[config.mk]
export PLATFORM = sky130hd
export DESIGN_NAME = tenbase_t_transceiver_control
export DESIGN_NICKNAME = d
export VERILOG_FILES = /design/src/tenbase_t_pkg.sv /design/src/tenbase_t_transceiver_control.sv
export SDC_FILE = /design/constraint.sdc
export NUM_CORES = 1
export LEC_CHECK = 0
export ABC_AREA = 1
export BUFFER_PORTS_ARGS = -buffer_cell sky130_fd_sc_hd__buf_2
export CORE_MARGIN = 2
export CORE_UTILIZATION = 64
export DETAILED_ROUTE_END_ITERATION = 7
export PLACE_DENSITY = 0.92
export SETUP_SLACK_MARGIN = 0.5
export SLEW_MARGIN = 40
export SYNTH_ARGS = -nofsm -noshare
export SYNTH_HDL_FRONTEND = slang
export SYNTH_SLANG_ARGS = --single-unit
[constraint.sdc]
create_clock -name clk -period 3.12 [get_ports clk]
set_clock_uncertainty 0.05 [all_clocks]
set_input_delay 0.156 -clock clk [delete_from_list [all_inputs] [get_ports clk]]
set_output_delay 0.156 -clock clk [all_outputs]
set_load 0.01 [all_outputs]
[src/tenbase_t_pkg.sv]
// Package for the 10 Mb/s twisted-pair transceiver control block.
// Assumes a 200 MHz system clock; all timing constants are derived from it.
package tenbase_t_pkg;

  // Clock rate
  localparam int unsigned CLK_HZ = 200_000_000;
  localparam int unsigned CLK_NS = 5;
  localparam int unsigned CLK_PER_MS = CLK_HZ / 1000;

  // Printed times in their own units
  localparam int unsigned SQ_WINDOW_NS = 150;
  localparam int unsigned SQ_IDLE_NS = 150;
  localparam int unsigned BIT_NS = 100;
  localparam int unsigned COL_BITS = 7;
  localparam int unsigned SQE_DELAY_NS = 1000;
  localparam int unsigned SQE_BITS = 10;
  localparam int unsigned NLP_WIDTH_NS = 100;
  localparam int unsigned NLP_PERIOD_MS = 16;
  localparam int unsigned JAB_MS = 26;
  localparam int unsigned UNJAB_MS = 750;
  localparam int unsigned LINK_LOSS_MS = 100;
  localparam int unsigned POL_LINK_COUNT = 7;
  localparam int unsigned POL_EOP_COUNT = 3;

  // Derived cycle counts (longest times round down, least times round up)
  localparam int unsigned SQ_WINDOW_CYC = SQ_WINDOW_NS / CLK_NS;
  localparam int unsigned SQ_IDLE_CYC = (SQ_IDLE_NS + CLK_NS - 1) / CLK_NS;
  localparam int unsigned COL_CYC = (COL_BITS * BIT_NS + CLK_NS - 1) / CLK_NS;
  localparam int unsigned SQE_DELAY_CYC = SQE_DELAY_NS / CLK_NS;
  localparam int unsigned SQE_WIDTH_CYC = SQE_BITS * BIT_NS / CLK_NS;
  localparam int unsigned NLP_WIDTH_CYC = NLP_WIDTH_NS / CLK_NS;
  localparam int unsigned NLP_PERIOD_CYC = NLP_PERIOD_MS * CLK_PER_MS;
  localparam int unsigned JAB_CYC = JAB_MS * CLK_PER_MS;
  localparam int unsigned UNJAB_CYC = UNJAB_MS * CLK_PER_MS;
  localparam int unsigned LINK_LOSS_CYC = LINK_LOSS_MS * CLK_PER_MS;

  // Register indices; byte address is four times the index
  localparam logic [7:0] PCS_CFG_IDX = 8'h17;
  localparam logic [7:0] LOOPBACK_MASK_IDX = 8'h18;
  localparam logic [7:0] TEN_CFG_IDX = 8'h1c;
  localparam logic [7:0] TEN_CTRL_IDX = 8'h20;
  localparam logic [7:0] TEN_STAT_IDX = 8'h21;

  // Field positions
  localparam int unsigned REPEATER_BIT = 12;
  localparam int unsigned FD_CRS_TX_BIT = 6;
  localparam int unsigned LOOPBACK_BIT = 11;
  localparam int unsigned LOW_SQUELCH_BIT = 2;
  localparam int unsigned CABLE_TYPE_BIT = 3;
  localparam int unsigned HEARTBEAT_BIT = 0;
  localparam int unsigned LINK_INT_BIT = 1;

  // Reset values
  localparam logic HEARTBEAT_RST = 1'b1;
  localparam logic LINK_INT_RST = 1'b1;

  // Squelch states (one-hot)
  typedef enum logic [3:0] {
    SQ_IDLE = 4'h1,
    SQ_FIRST = 4'h2,
    SQ_SECOND = 4'h4,
    SQ_VALID = 4'h8
  } sq_state_t;

  // Jabber states (one-hot)
  typedef enum logic [1:0] {
    JAB_OK = 2'h1,
    JAB_LOCK = 2'h2
  } jab_state_t;

  // APB request and answer
  typedef struct packed {
    logic psel;
    logic penable;
    logic pwrite;
    logic [7:0] paddr;
    logic [31:0] pwdata;
  } apb_req_t;

  typedef struct packed {
    logic [31:0] prdata;
    logic pready;
    logic pslverr;
  } apb_rsp_t;

  // Active-low status outputs
  typedef struct packed {
    logic txN;
    logic rxN;
    logic linkN;
    logic polarityN;
    logic colN;
  } led_t;

endpackage : tenbase_t_pkg

[src/tenbase_t_transceiver_control.sv]
// Control logic for a 10 Mb/s twisted-pair transceiver: squelch qualification,
// collision and heartbeat, carrier sense, link pulses, jabber, polarity,
// output pair select, loopback and status outputs, with an APB register slave.
// Assumes threshold crossings and link pulse detection come in as one-cycle
// pulses synchronous to clk, and the Manchester encoder drives txData.
`timescale 1ns/1ps
`default_nettype none

// How it works
// - Full duplex never raises collision from simultaneous transmit and receive.
// - Start needs first crossing, opposite within 150ns, original again within 150ns.
// - After qualification thresholds drop; 150ns without crossing ends the packet.
// - Low squelch bit 2 of register 1Ch selects the reduced receive threshold.
// - Half duplex collision means receive and transmit active together, shown on COL.
// - While transmitting, collision is reported after seven bit times in collision.
// - COL holds for the whole collision and drops when it ends.
// - Heartbeat gives a 10-bit-time pulse on COL 1us after transmit ends.
// - Half duplex carrier sense follows transmit or qualified receive.
// - Full duplex carrier sense follows receive, or transmit when bit 6 of 18h set.
// - Repeater mode, by strap or bit 12 of 17h, senses receive only.
// - Idle line sends 100ns link pulses every 16ms.
// - Missing link pulses with integrity on disable transmit, receive and collision.
// - Integrity off ignores link pulses and keeps the link indicator lit.
// - Loopback bit 11 of 18h loops transmit to receive, drivers off, link ignored.
// - Transmit active over 26ms jabbers; stays off while transmit enable holds.
// - Jabber clears only after transmit enable is low for 750ms continuously.
// - Bit 3 of 1Ch picks the unshielded or shielded pair; the other floats.
// - At 100 Mb/s both transmit pairs float.
// - Seven inverted link pulses or three inverted packet ends latch and correct polarity.
// - Five active-low outputs: transmit, receive, link, polarity, collision.
module tenbase_t_transceiver_control #(
  parameter int unsigned NLP_PERIOD = tenbase_t_pkg::NLP_PERIOD_CYC,
  parameter int unsigned JAB_LIMIT = tenbase_t_pkg::JAB_CYC,
  parameter int unsigned UNJAB_LIMIT = tenbase_t_pkg::UNJAB_CYC,
  parameter int unsigned LINK_LOSS = tenbase_t_pkg::LINK_LOSS_CYC
) (
  input wire logic clk,
  input wire logic srst,
  input wire logic ce,
  input wire tenbase_t_pkg::apb_req_t apbReq,
  output tenbase_t_pkg::apb_rsp_t apbRsp,
  input wire logic fullDuplex,
  input wire logic repeaterStrap,
  input wire logic speed100,
  input wire logic link100Good,
  input wire logic txEn,
  input wire logic txData,
  input wire logic rxDataIn,
  input wire logic rxPosCross,
  input wire logic rxNegCross,
  input wire logic linkPulseGood,
  input wire logic linkPulseInverted,
  input wire logic eopGood,
  input wire logic eopInverted,
  output logic lowSquelchSelect,
  output logic reducedThreshold,
  output logic col,
  output logic crs,
  output logic rxDataOut,
  output logic polarityCorrect,
  output logic unshieldedTxOut,
  output logic unshieldedTxOe,
  output logic shieldedTxOut,
  output logic shieldedTxOe,
  output tenbase_t_pkg::led_t leds
);

  typedef struct packed {
    tenbase_t_pkg::sq_state_t sq;
    logic sqFirstPos;
    logic [7:0] sqCnt;
    logic [7:0] colCnt;
    logic colRep;
    logic txEnPrev;
    logic sqeArm;
    logic sqeOn;
    logic [8:0] sqeCnt;
    logic [27:0] nlpCnt;
    logic nlpOn;
    logic [4:0] nlpW;
    tenbase_t_pkg::jab_state_t jab;
    logic [27:0] jabCnt;
    logic linkGood;
    logic [27:0] linkCnt;
    logic [2:0] polLinkCnt;
    logic [1:0] polEopCnt;
    logic polBad;
    logic lowSq;
    logic cableStp;
    logic fdCrsTx;
    logic loopback;
    logic repeaterBit;
    logic hbEn;
    logic linkIntEn;
    logic [31:0] prdata;
    logic pslverr;
    logic crs;
    logic col;
    logic rxOut;
    logic utpOut;
    logic utpOe;
    logic stpOut;
    logic stpOe;
    tenbase_t_pkg::led_t leds;
  } state_t;

  state_t st_ff;
  state_t nxt_st;

  // Saturating 28-bit counter step, used by all long timers
  function automatic logic [27:0] bump(input logic [27:0] c);
    bump = (c == 28'hfffffff) ? c : c + 28'h0000001;
  endfunction : bump

  // Register index from a byte address, or all ones when misaligned
  function automatic logic [7:0] regIndex(input logic [7:0] a);
    regIndex = (a[1:0] == 2'h0) ? {2'h0, a[7:2]} : 8'hff;
  endfunction : regIndex

  logic repeater;
  logic linkOk;
  logic rxActive;
  logic txActive;
  logic collision;
  logic apbWrite;
  logic [7:0] idx;

  // Qualifiers shared by the next-state logic
  assign repeater = repeaterStrap | st_ff.repeaterBit;
  assign linkOk = !st_ff.linkIntEn || st_ff.linkGood || st_ff.loopback;
  assign rxActive = st_ff.loopback ? txEn : (st_ff.sq == tenbase_t_pkg::SQ_VALID);
  assign txActive = txEn && (st_ff.jab == tenbase_t_pkg::JAB_OK) && linkOk && !speed100;
  assign collision = !fullDuplex && !st_ff.loopback && linkOk && txActive && rxActive;
  assign apbWrite = apbReq.psel && apbReq.penable && apbReq.pwrite;
  assign idx = regIndex(apbReq.paddr);

  // Next state of the whole block
  always_comb begin
    nxt_st = st_ff;

    // Register writes take effect in the access phase
    if (apbWrite) begin
      case (idx)
        tenbase_t_pkg::PCS_CFG_IDX: nxt_st.repeaterBit = apbReq.pwdata[tenbase_t_pkg::REPEATER_BIT];
        tenbase_t_pkg::LOOPBACK_MASK_IDX: begin
          nxt_st.fdCrsTx = apbReq.pwdata[tenbase_t_pkg::FD_CRS_TX_BIT];
          nxt_st.loopback = apbReq.pwdata[tenbase_t_pkg::LOOPBACK_BIT];
        end
        tenbase_t_pkg::TEN_CFG_IDX: begin
          nxt_st.lowSq = apbReq.pwdata[tenbase_t_pkg::LOW_SQUELCH_BIT];
          nxt_st.cableStp = apbReq.pwdata[tenbase_t_pkg::CABLE_TYPE_BIT];
        end
        tenbase_t_pkg::TEN_CTRL_IDX: begin
          nxt_st.hbEn = apbReq.pwdata[tenbase_t_pkg::HEARTBEAT_BIT];
          nxt_st.linkIntEn = apbReq.pwdata[tenbase_t_pkg::LINK_INT_BIT];
        end
        default: ;
      endcase
    end

    // Read data is captured in the setup phase so it is stable in access
    if (apbReq.psel && !apbReq.penable) begin
      nxt_st.prdata = 32'h00000000;
      nxt_st.pslverr = 1'b0;
      case (idx)
        tenbase_t_pkg::PCS_CFG_IDX: nxt_st.prdata[tenbase_t_pkg::REPEATER_BIT] = st_ff.repeaterBit;
        tenbase_t_pkg::LOOPBACK_MASK_IDX: begin
          nxt_st.prdata[tenbase_t_pkg::FD_CRS_TX_BIT] = st_ff.fdCrsTx;
          nxt_st.prdata[tenbase_t_pkg::LOOPBACK_BIT] = st_ff.loopback;
        end
        tenbase_t_pkg::TEN_CFG_IDX: begin
          nxt_st.prdata[tenbase_t_pkg::LOW_SQUELCH_BIT] = st_ff.lowSq;
          nxt_st.prdata[tenbase_t_pkg::CABLE_TYPE_BIT] = st_ff.cableStp;
        end
        tenbase_t_pkg::TEN_CTRL_IDX: begin
          nxt_st.prdata[tenbase_t_pkg::HEARTBEAT_BIT] = st_ff.hbEn;
          nxt_st.prdata[tenbase_t_pkg::LINK_INT_BIT] = st_ff.linkIntEn;
        end
        tenbase_t_pkg::TEN_STAT_IDX: nxt_st.prdata[5:0] = {st_ff.crs, st_ff.col,
          rxActive, (st_ff.jab == tenbase_t_pkg::JAB_LOCK), st_ff.polBad, st_ff.linkGood};
        default: nxt_st.pslverr = 1'b1;
      endcase
    end

    // Smart squelch: three-crossing start qualification and idle end of packet
    nxt_st.sqCnt = (st_ff.sqCnt == 8'hff) ? st_ff.sqCnt : st_ff.sqCnt + 8'h01;
    case (st_ff.sq)
      tenbase_t_pkg::SQ_IDLE: begin
        nxt_st.sqCnt = 8'h00;
        if ((rxPosCross || rxNegCross) && linkOk && !st_ff.loopback) begin
          nxt_st.sq = tenbase_t_pkg::SQ_FIRST;
          nxt_st.sqFirstPos = rxPosCross;
        end
      end
      tenbase_t_pkg::SQ_FIRST: begin
        if (st_ff.sqCnt >= 8'(tenbase_t_pkg::SQ_WINDOW_CYC)) begin
          nxt_st.sq = tenbase_t_pkg::SQ_IDLE;
        end else if (st_ff.sqFirstPos ? rxNegCross : rxPosCross) begin
          nxt_st.sq = tenbase_t_pkg::SQ_SECOND;
          nxt_st.sqCnt = 8'h00;
        end
      end
      tenbase_t_pkg::SQ_SECOND: begin
        if (st_ff.sqCnt >= 8'(tenbase_t_pkg::SQ_WINDOW_CYC)) begin
          nxt_st.sq = tenbase_t_pkg::SQ_IDLE;
        end else if (st_ff.sqFirstPos ? rxPosCross : rxNegCross) begin
          nxt_st.sq = tenbase_t_pkg::SQ_VALID;
          nxt_st.sqCnt = 8'h00;
        end
      end
      tenbase_t_pkg::SQ_VALID: begin
        if (rxPosCross || rxNegCross) begin
          nxt_st.sqCnt = 8'h00;
        end else if (st_ff.sqCnt >= 8'(tenbase_t_pkg::SQ_IDLE_CYC)) begin
          nxt_st.sq = tenbase_t_pkg::SQ_IDLE;
        end
      end
      default: nxt_st.sq = tenbase_t_pkg::SQ_IDLE;
    endcase
    if (!linkOk || st_ff.loopback) begin
      nxt_st.sq = tenbase_t_pkg::SQ_IDLE;
    end

    // Collision filtered for seven bit times, held while it lasts
    if (collision) begin
      if (st_ff.colCnt >= 8'(tenbase_t_pkg::COL_CYC - 1)) begin
        nxt_st.colRep = 1'b1;
      end else begin
        nxt_st.colCnt = st_ff.colCnt + 8'h01;
      end
    end else begin
      nxt_st.colCnt = 8'h00;
      nxt_st.colRep = 1'b0;
    end

    // Heartbeat: delay after end of transmit, then a fixed pulse
    nxt_st.txEnPrev = txEn;
    if (st_ff.txEnPrev && !txEn && st_ff.hbEn && !fullDuplex && (st_ff.jab == tenbase_t_pkg::JAB_OK)) begin
      nxt_st.sqeArm = 1'b1;
      nxt_st.sqeOn = 1'b0;
      nxt_st.sqeCnt = 9'h000;
    end else if (st_ff.sqeArm) begin
      nxt_st.sqeCnt = st_ff.sqeCnt + 9'h001;
      if (st_ff.sqeCnt == 9'(tenbase_t_pkg::SQE_DELAY_CYC - 1)) begin
        nxt_st.sqeArm = 1'b0;
        nxt_st.sqeOn = 1'b1;
        nxt_st.sqeCnt = 9'h000;
      end
    end else if (st_ff.sqeOn) begin
      nxt_st.sqeCnt = st_ff.sqeCnt + 9'h001;
      if (st_ff.sqeCnt == 9'(tenbase_t_pkg::SQE_WIDTH_CYC - 1)) begin
        nxt_st.sqeOn = 1'b0;
      end
    end
    nxt_st.col = (collision && nxt_st.colRep) || nxt_st.sqeOn;

    // Carrier sense by duplex and repeater mode
    if (repeater) begin
      nxt_st.crs = rxActive;
    end else if (fullDuplex) begin
      nxt_st.crs = st_ff.fdCrsTx ? txEn : rxActive;
    end else begin
      nxt_st.crs = txEn || rxActive;
    end

    // Link pulse generator runs whenever no transmit data is present
    if (txEn) begin
      nxt_st.nlpCnt = 28'h0000000;
      nxt_st.nlpOn = 1'b0;
    end else if (st_ff.nlpOn) begin
      nxt_st.nlpW = st_ff.nlpW + 5'h01;
      if (st_ff.nlpW == 5'(tenbase_t_pkg::NLP_WIDTH_CYC - 1)) begin
        nxt_st.nlpOn = 1'b0;
      end
    end else if (st_ff.nlpCnt >= 28'(NLP_PERIOD - 1)) begin
      nxt_st.nlpCnt = 28'h0000000;
      nxt_st.nlpOn = 1'b1;
      nxt_st.nlpW = 5'h00;
    end else begin
      nxt_st.nlpCnt = bump(st_ff.nlpCnt);
    end

    // Link integrity: link pulses of either polarity or packets restart the loss timer
    if (linkPulseGood || linkPulseInverted || rxActive) begin
      nxt_st.linkGood = 1'b1;
      nxt_st.linkCnt = 28'h0000000;
    end else if (st_ff.linkCnt >= 28'(LINK_LOSS - 1)) begin
      nxt_st.linkGood = 1'b0;
    end else begin
      nxt_st.linkCnt = bump(st_ff.linkCnt);
    end

    // Jabber and unjab timing on the internal transmit enable
    case (st_ff.jab)
      tenbase_t_pkg::JAB_OK: begin
        nxt_st.jabCnt = txEn ? bump(st_ff.jabCnt) : 28'h0000000;
        if (txEn && st_ff.jabCnt >= 28'(JAB_LIMIT - 1)) begin
          nxt_st.jab = tenbase_t_pkg::JAB_LOCK;
          nxt_st.jabCnt = 28'h0000000;
        end
      end
      tenbase_t_pkg::JAB_LOCK: begin
        nxt_st.jabCnt = txEn ? 28'h0000000 : bump(st_ff.jabCnt);
        if (!txEn && st_ff.jabCnt >= 28'(UNJAB_LIMIT - 1)) begin
          nxt_st.jab = tenbase_t_pkg::JAB_OK;
          nxt_st.jabCnt = 28'h0000000;
        end
      end
      default: nxt_st.jab = tenbase_t_pkg::JAB_OK;
    endcase

    // Polarity detection counts consecutive inverted events and latches
    if (linkPulseInverted) begin
      if (st_ff.polLinkCnt == 3'(tenbase_t_pkg::POL_LINK_COUNT - 1)) begin
        nxt_st.polBad = 1'b1;
      end else begin
        nxt_st.polLinkCnt = st_ff.polLinkCnt + 3'h1;
      end
    end else if (linkPulseGood) begin
      nxt_st.polLinkCnt = 3'h0;
    end
    if (eopInverted) begin
      if (st_ff.polEopCnt == 2'(tenbase_t_pkg::POL_EOP_COUNT - 1)) begin
        nxt_st.polBad = 1'b1;
      end else begin
        nxt_st.polEopCnt = st_ff.polEopCnt + 2'h1;
      end
    end else if (eopGood) begin
      nxt_st.polEopCnt = 2'h0;
    end

    // Receive data path: loopback or polarity-corrected line data
    nxt_st.rxOut = st_ff.loopback ? txData : (rxDataIn ^ st_ff.polBad);

    // Transmit pair select; loopback and 100 Mb/s float both pairs
    nxt_st.utpOut = txActive ? txData : st_ff.nlpOn;
    nxt_st.stpOut = nxt_st.utpOut;
    nxt_st.utpOe = !speed100 && !st_ff.loopback && !st_ff.cableStp;
    nxt_st.stpOe = !speed100 && !st_ff.loopback && st_ff.cableStp;

    // Active-low status outputs
    nxt_st.leds.txN = !txActive;
    nxt_st.leds.rxN = !rxActive;
    nxt_st.leds.linkN = !(speed100 ? link100Good : (!st_ff.linkIntEn || st_ff.linkGood));
    nxt_st.leds.polarityN = !st_ff.polBad;
    nxt_st.leds.colN = !st_ff.col;
  end

  // State register; clock enable freezes everything except synchronous reset
  always_ff @(posedge clk) begin
    if (srst) begin
      st_ff <= '0;
      st_ff.sq <= tenbase_t_pkg::SQ_IDLE;
      st_ff.jab <= tenbase_t_pkg::JAB_OK;
      st_ff.hbEn <= tenbase_t_pkg::HEARTBEAT_RST;
      st_ff.linkIntEn <= tenbase_t_pkg::LINK_INT_RST;
      st_ff.leds <= '1;
    end else if (ce) begin
      st_ff <= nxt_st;
    end
  end

  // Outputs
  assign apbRsp.prdata = st_ff.prdata;
  assign apbRsp.pready = 1'b1;
  assign apbRsp.pslverr = apbReq.psel && apbReq.penable && st_ff.pslverr;
  assign lowSquelchSelect = st_ff.lowSq;
  assign reducedThreshold = (st_ff.sq == tenbase_t_pkg::SQ_VALID);
  assign col = st_ff.col;
  assign crs = st_ff.crs;
  assign rxDataOut = st_ff.rxOut;
  assign polarityCorrect = st_ff.polBad;
  assign unshieldedTxOut = st_ff.utpOut;
  assign unshieldedTxOe = st_ff.utpOe;
  assign shieldedTxOut = st_ff.stpOut;
  assign shieldedTxOe = st_ff.stpOe;
  assign leds = st_ff.leds;

endmodule : tenbase_t_transceiver_control

`default_nettype wire

==> impl_metrics.toml <==
[run_status]
run_status = "finished with violations"
violations = "negative hold slack"

[synth]
synth-seq-cells = 161
yosys.area.top_type_share_pct = 33.77
yosys_most_used_dff = "sky130_fd_sc_hd__dfxtp_1"
number_of_synthesized_flops_with_an_enable_pin = 0
synth-async-reset-ratio_pct = 0
synth_sequential_area_ratio_pct = 33.77
postSynthAreaPerCell_um2 = 6.581
cell_types_with_the_largest_area_share_after_synthesis = "sky130_fd_sc_hd__dfxtp_1 34%, sky130_fd_sc_hd__nand2_1 13%, sky130_fd_sc_hd__nor2_1 8.9%"
synth_top_area_cell = "sky130_fd_sc_hd__dfxtp_1"
postSynthCellCount = 1450
yosys.cell_types.count = 51
yosysWarningCount = 0
netlist_area_um2 = 9543

[critical_path]
critical_path.max_fanout = 14
worst-endpoint-arrival_ns = 2.49
r2r_slack_ns = 0.91
r2r_end = "st_ff[99]"
worst_r2r_path_depth = 7
crit_path_start_kind = "flip-flop"
worstReg2RegStart = "st_ff[115]"
timing_worst_setup_path_type = "reg2reg"
crit_path_end_kind = "flip-flop"
required_ns = 3.40

[floorplan]
dieArea_um2 = 15900
core_area_um2 = 14530
die_w_um = 126.1
num_io_pins = 108
initial_utilization_pct = 65.66
placement_rows = 44
die_h_um = 126.1

[timing]
final_min_period_over_clock_period_pct = 70.99
final_hold_viol_count = 1
fmax_ghz = 0.4515
rsz0062_at_grt = "no"
tns_ns = 0
worst_slew_margin_rel_pct = 43.81
maxSlewViolCount = 0
fin_crit_ns = 2.215
worstMarginPinSlew_ns = 0.8429
final_setup_fails = 0
layout_setup_ws_ns = 0.9052
timing.hold.ws_ns = -0.0005244

[worst_hold_path]
worst_hold_path.num_cells = 3
timing.hold.worst.class = "in2reg"
holdCritStartpoint = "txData"
holdPathEnd = "rxDataOut"

[pwr]
clkPwrFrac_pct = 45.0
power_uw = 4641
power.share.combinational_pct = 9.2
power_switching_uw = 1220
seqPwrFrac_pct = 45.9
intPower_uw = 3421
worst_vdd_rail_ir_drop_mv = 0.4252
power_density_relative_to_cell_area_nw_per_um2 = 445.8
total_leakage_power_uw = 0.004218
netSwitchingFraction_pct = 26.30

[route]
drc = 0
wirelength_um = 23300
drt_first_pass_iters = 6
route.antenna.remaining_nets = 0
vias_per_cell = 5.617
detailedRoute.firstIterationViolations = 902
post_detailed_route_wirelength_per_cell_um = 13.77
dr_total_vias = 9504

[layout]
fraction_of_layout_instances_using_a_drive_strength_above_1_pct = 10.61
area.sequential_um2 = 3223
syn2layout_area_growth_pct = 9.099
utilization_pct = 71.63
final_nets = 1567
diodes = 0
nFillCells = 1157
combined_area_of_the_multi_input_logic_cells_um2 = 5280

[global_route]
grtUsageTotal_pct = 29.58
grt_antenna_before_repair = 0
via_count_of_the_first_global_routing_pass = 8727
grt_start_max_net_pins = 45
wire_length_of_the_first_global_routing_pass_um = 39410
grt-ovfl-total = 0

[cts]
cts_tree = "built"
numClockSinks = 161
cts.root.buffer_cell = "sky130_fd_sc_hd__clkbuf_16"
clock_latency_ns = 0.44
path_clk_slew_ns = 0.07
htreeDepth = 4
cts_buffers = 17
cts.path.max_buffers = 2

[placed_design]
io_buffers = 58
place.gp.congestion = 0.9432
placement.setup.worst_slack_ns = 0.9617
hpwl_um = 15620

[job]
maxCapViolCount = 0
[worst max path at each step]
stage | endpoint | startpoint | depth (start not counted)
floorplan | st_ff[67] | st_ff[58] | 12
global placement | st_ff[99] | st_ff[115] | 7
detailed placement | st_ff[99] | st_ff[115] | 7
CTS | st_ff[58] | st_ff[58] | 11
global route | st_ff[58] | st_ff[58] | 11
finish | st_ff[99] | st_ff[115] | 7
[cell usage after synthesis, drive strengths merged, types with 3 or more instances]
cell,instances
clkbuf,18
inv,159
nor4,3
o211ai,5
a211oi,6
or2,4
nor3,38
dfxtp,161
xor2,30
a21oi,109
o21bai,6
nor2,237
nand3,124
buf,59
ha,13
xnor2,9
nand3b,6
nand2,350
a31oi,3
a31o,3
o21ai,51
nand4,44
[critical path, stage by stage (launching register included)]
cell and delay (ns):
sky130_fd_sc_hd__dfxtp_1 0.35, sky130_fd_sc_hd__inv_1 0.05, sky130_fd_sc_hd__ha_1 0.32, sky130_fd_sc_hd__nor2_2 0.56, sky130_fd_sc_hd__inv_1 0.33, sky130_fd_sc_hd__nor2_1 0.20
sky130_fd_sc_hd__xor2_1 0.16, sky130_fd_sc_hd__nor2_1 0.08
[layout by cell type, fill, tap and decap left out, drive strengths merged]
| cell type | n |
|---|---|
| a311oi | 1 |
| a21boi | 1 |
| nor4 | 3 |
| inv | 163 |
| nor3 | 38 |
| dfxtp | 161 |
| a211oi | 6 |
| a31oi | 3 |
| clkinv | 3 |
| buf | 67 |
| o21bai | 6 |
| dlygate4sd3 | 14 |
| or2 | 4 |
| o221ai | 2 |
| nor2 | 237 |
| o211ai | 5 |
| clkinvlp | 1 |
| a32oi | 1 |
| xor2 | 30 |
| o22ai | 1 |
| nand2 | 350 |
| ha | 13 |
| nand4 | 44 |
| xnor2 | 9 |
| a21oi | 109 |
| clkbuf | 23 |
| a21o | 1 |
| bufinv | 1 |
| and2 | 1 |
| a31o | 3 |
| nand3b | 6 |
| o21ai | 51 |
| nand3 | 124 |
| nor3b | 1 |
| and3 | 1 |
| conb | 24 |
[sequential cells by signal, summed over array words and instances (netlist names)]
register and flops:
leds 5, apbRsp 9, unshieldedTxOe 1, polarityCorrect 1, lowSquelchSelect 1, shieldedTxOe 1, st_ff 139, shieldedTxOut 1
rxDataOut 1, col 1, crs 1
[layout make-up]
class | instances | area share [%]
Multi-Input combinational cell | 1075 | 50.72
Inverter | 159 | 5.732
Sequential cell | 161 | 30.96
Timing Repair Buffer | 81 | 4.783
Clock buffer | 23 | 4.687
Tap cell | 184 | 2.211
Clock inverter | 9 | 0.9134
[power by group through the flow]
stage	logic, uW	registers [uW]	clock network, uW
after CTS	419	2130	2080
after detailed placement	402	2170	0
after floorplan	336	2170	0
after global routing	476	2130	2190
after global placement	392	2170	0
final	426	2130	2090
[kinds of logic (layout without fill, tap and decap cells)]
family | Yosys count | in the layout | share of synthesized area [%]
adders and majority gates | 13 | 13 | 1.705
other | 2 | 24 | 0.07870
and+or+nand+nor | 809 | 809 | 37.64
DFF | 161 | 161 | 33.77
AOI/OAI and AO/OA | 190 | 190 | 11.46
buffers and inverters | 236 | 272 | 11.76
xor gates and xnor gates | 39 | 39 | 3.579
[per-stage QoR]
| step | instances | cell area, um2 |
|---|---|---|
| after detailed placement | 1646 | 9688 |
| after global placement | 1646 | 9688 |
| final | 1692 | 10410 |
| after CTS | 1692 | 10410 |
| after global routing | 1692 | 10410 |
| after floorplan | 1472 | 9625 |
[per-layer routing]
metal	part of all wire, %	GRT usage (%)	vias to the layer above
met5	0	0	-
met4	2.4	11.51	0
met3	7.1	5.692	67
met2	49	51.04	391
met1	42	36.49	4319
li1	-	-	4727
[timing repair]
| action | in CTS | in global routing |
|---|---|---|
| gates resized for setup | 0 | 0 |
| endpoints found under the hold margin | 14 | 0 |
| hold buffers | 14 | 0 |
| setup buffers | 0 | 0 |
No activity file was read; power rests on OpenSTA's default activity.
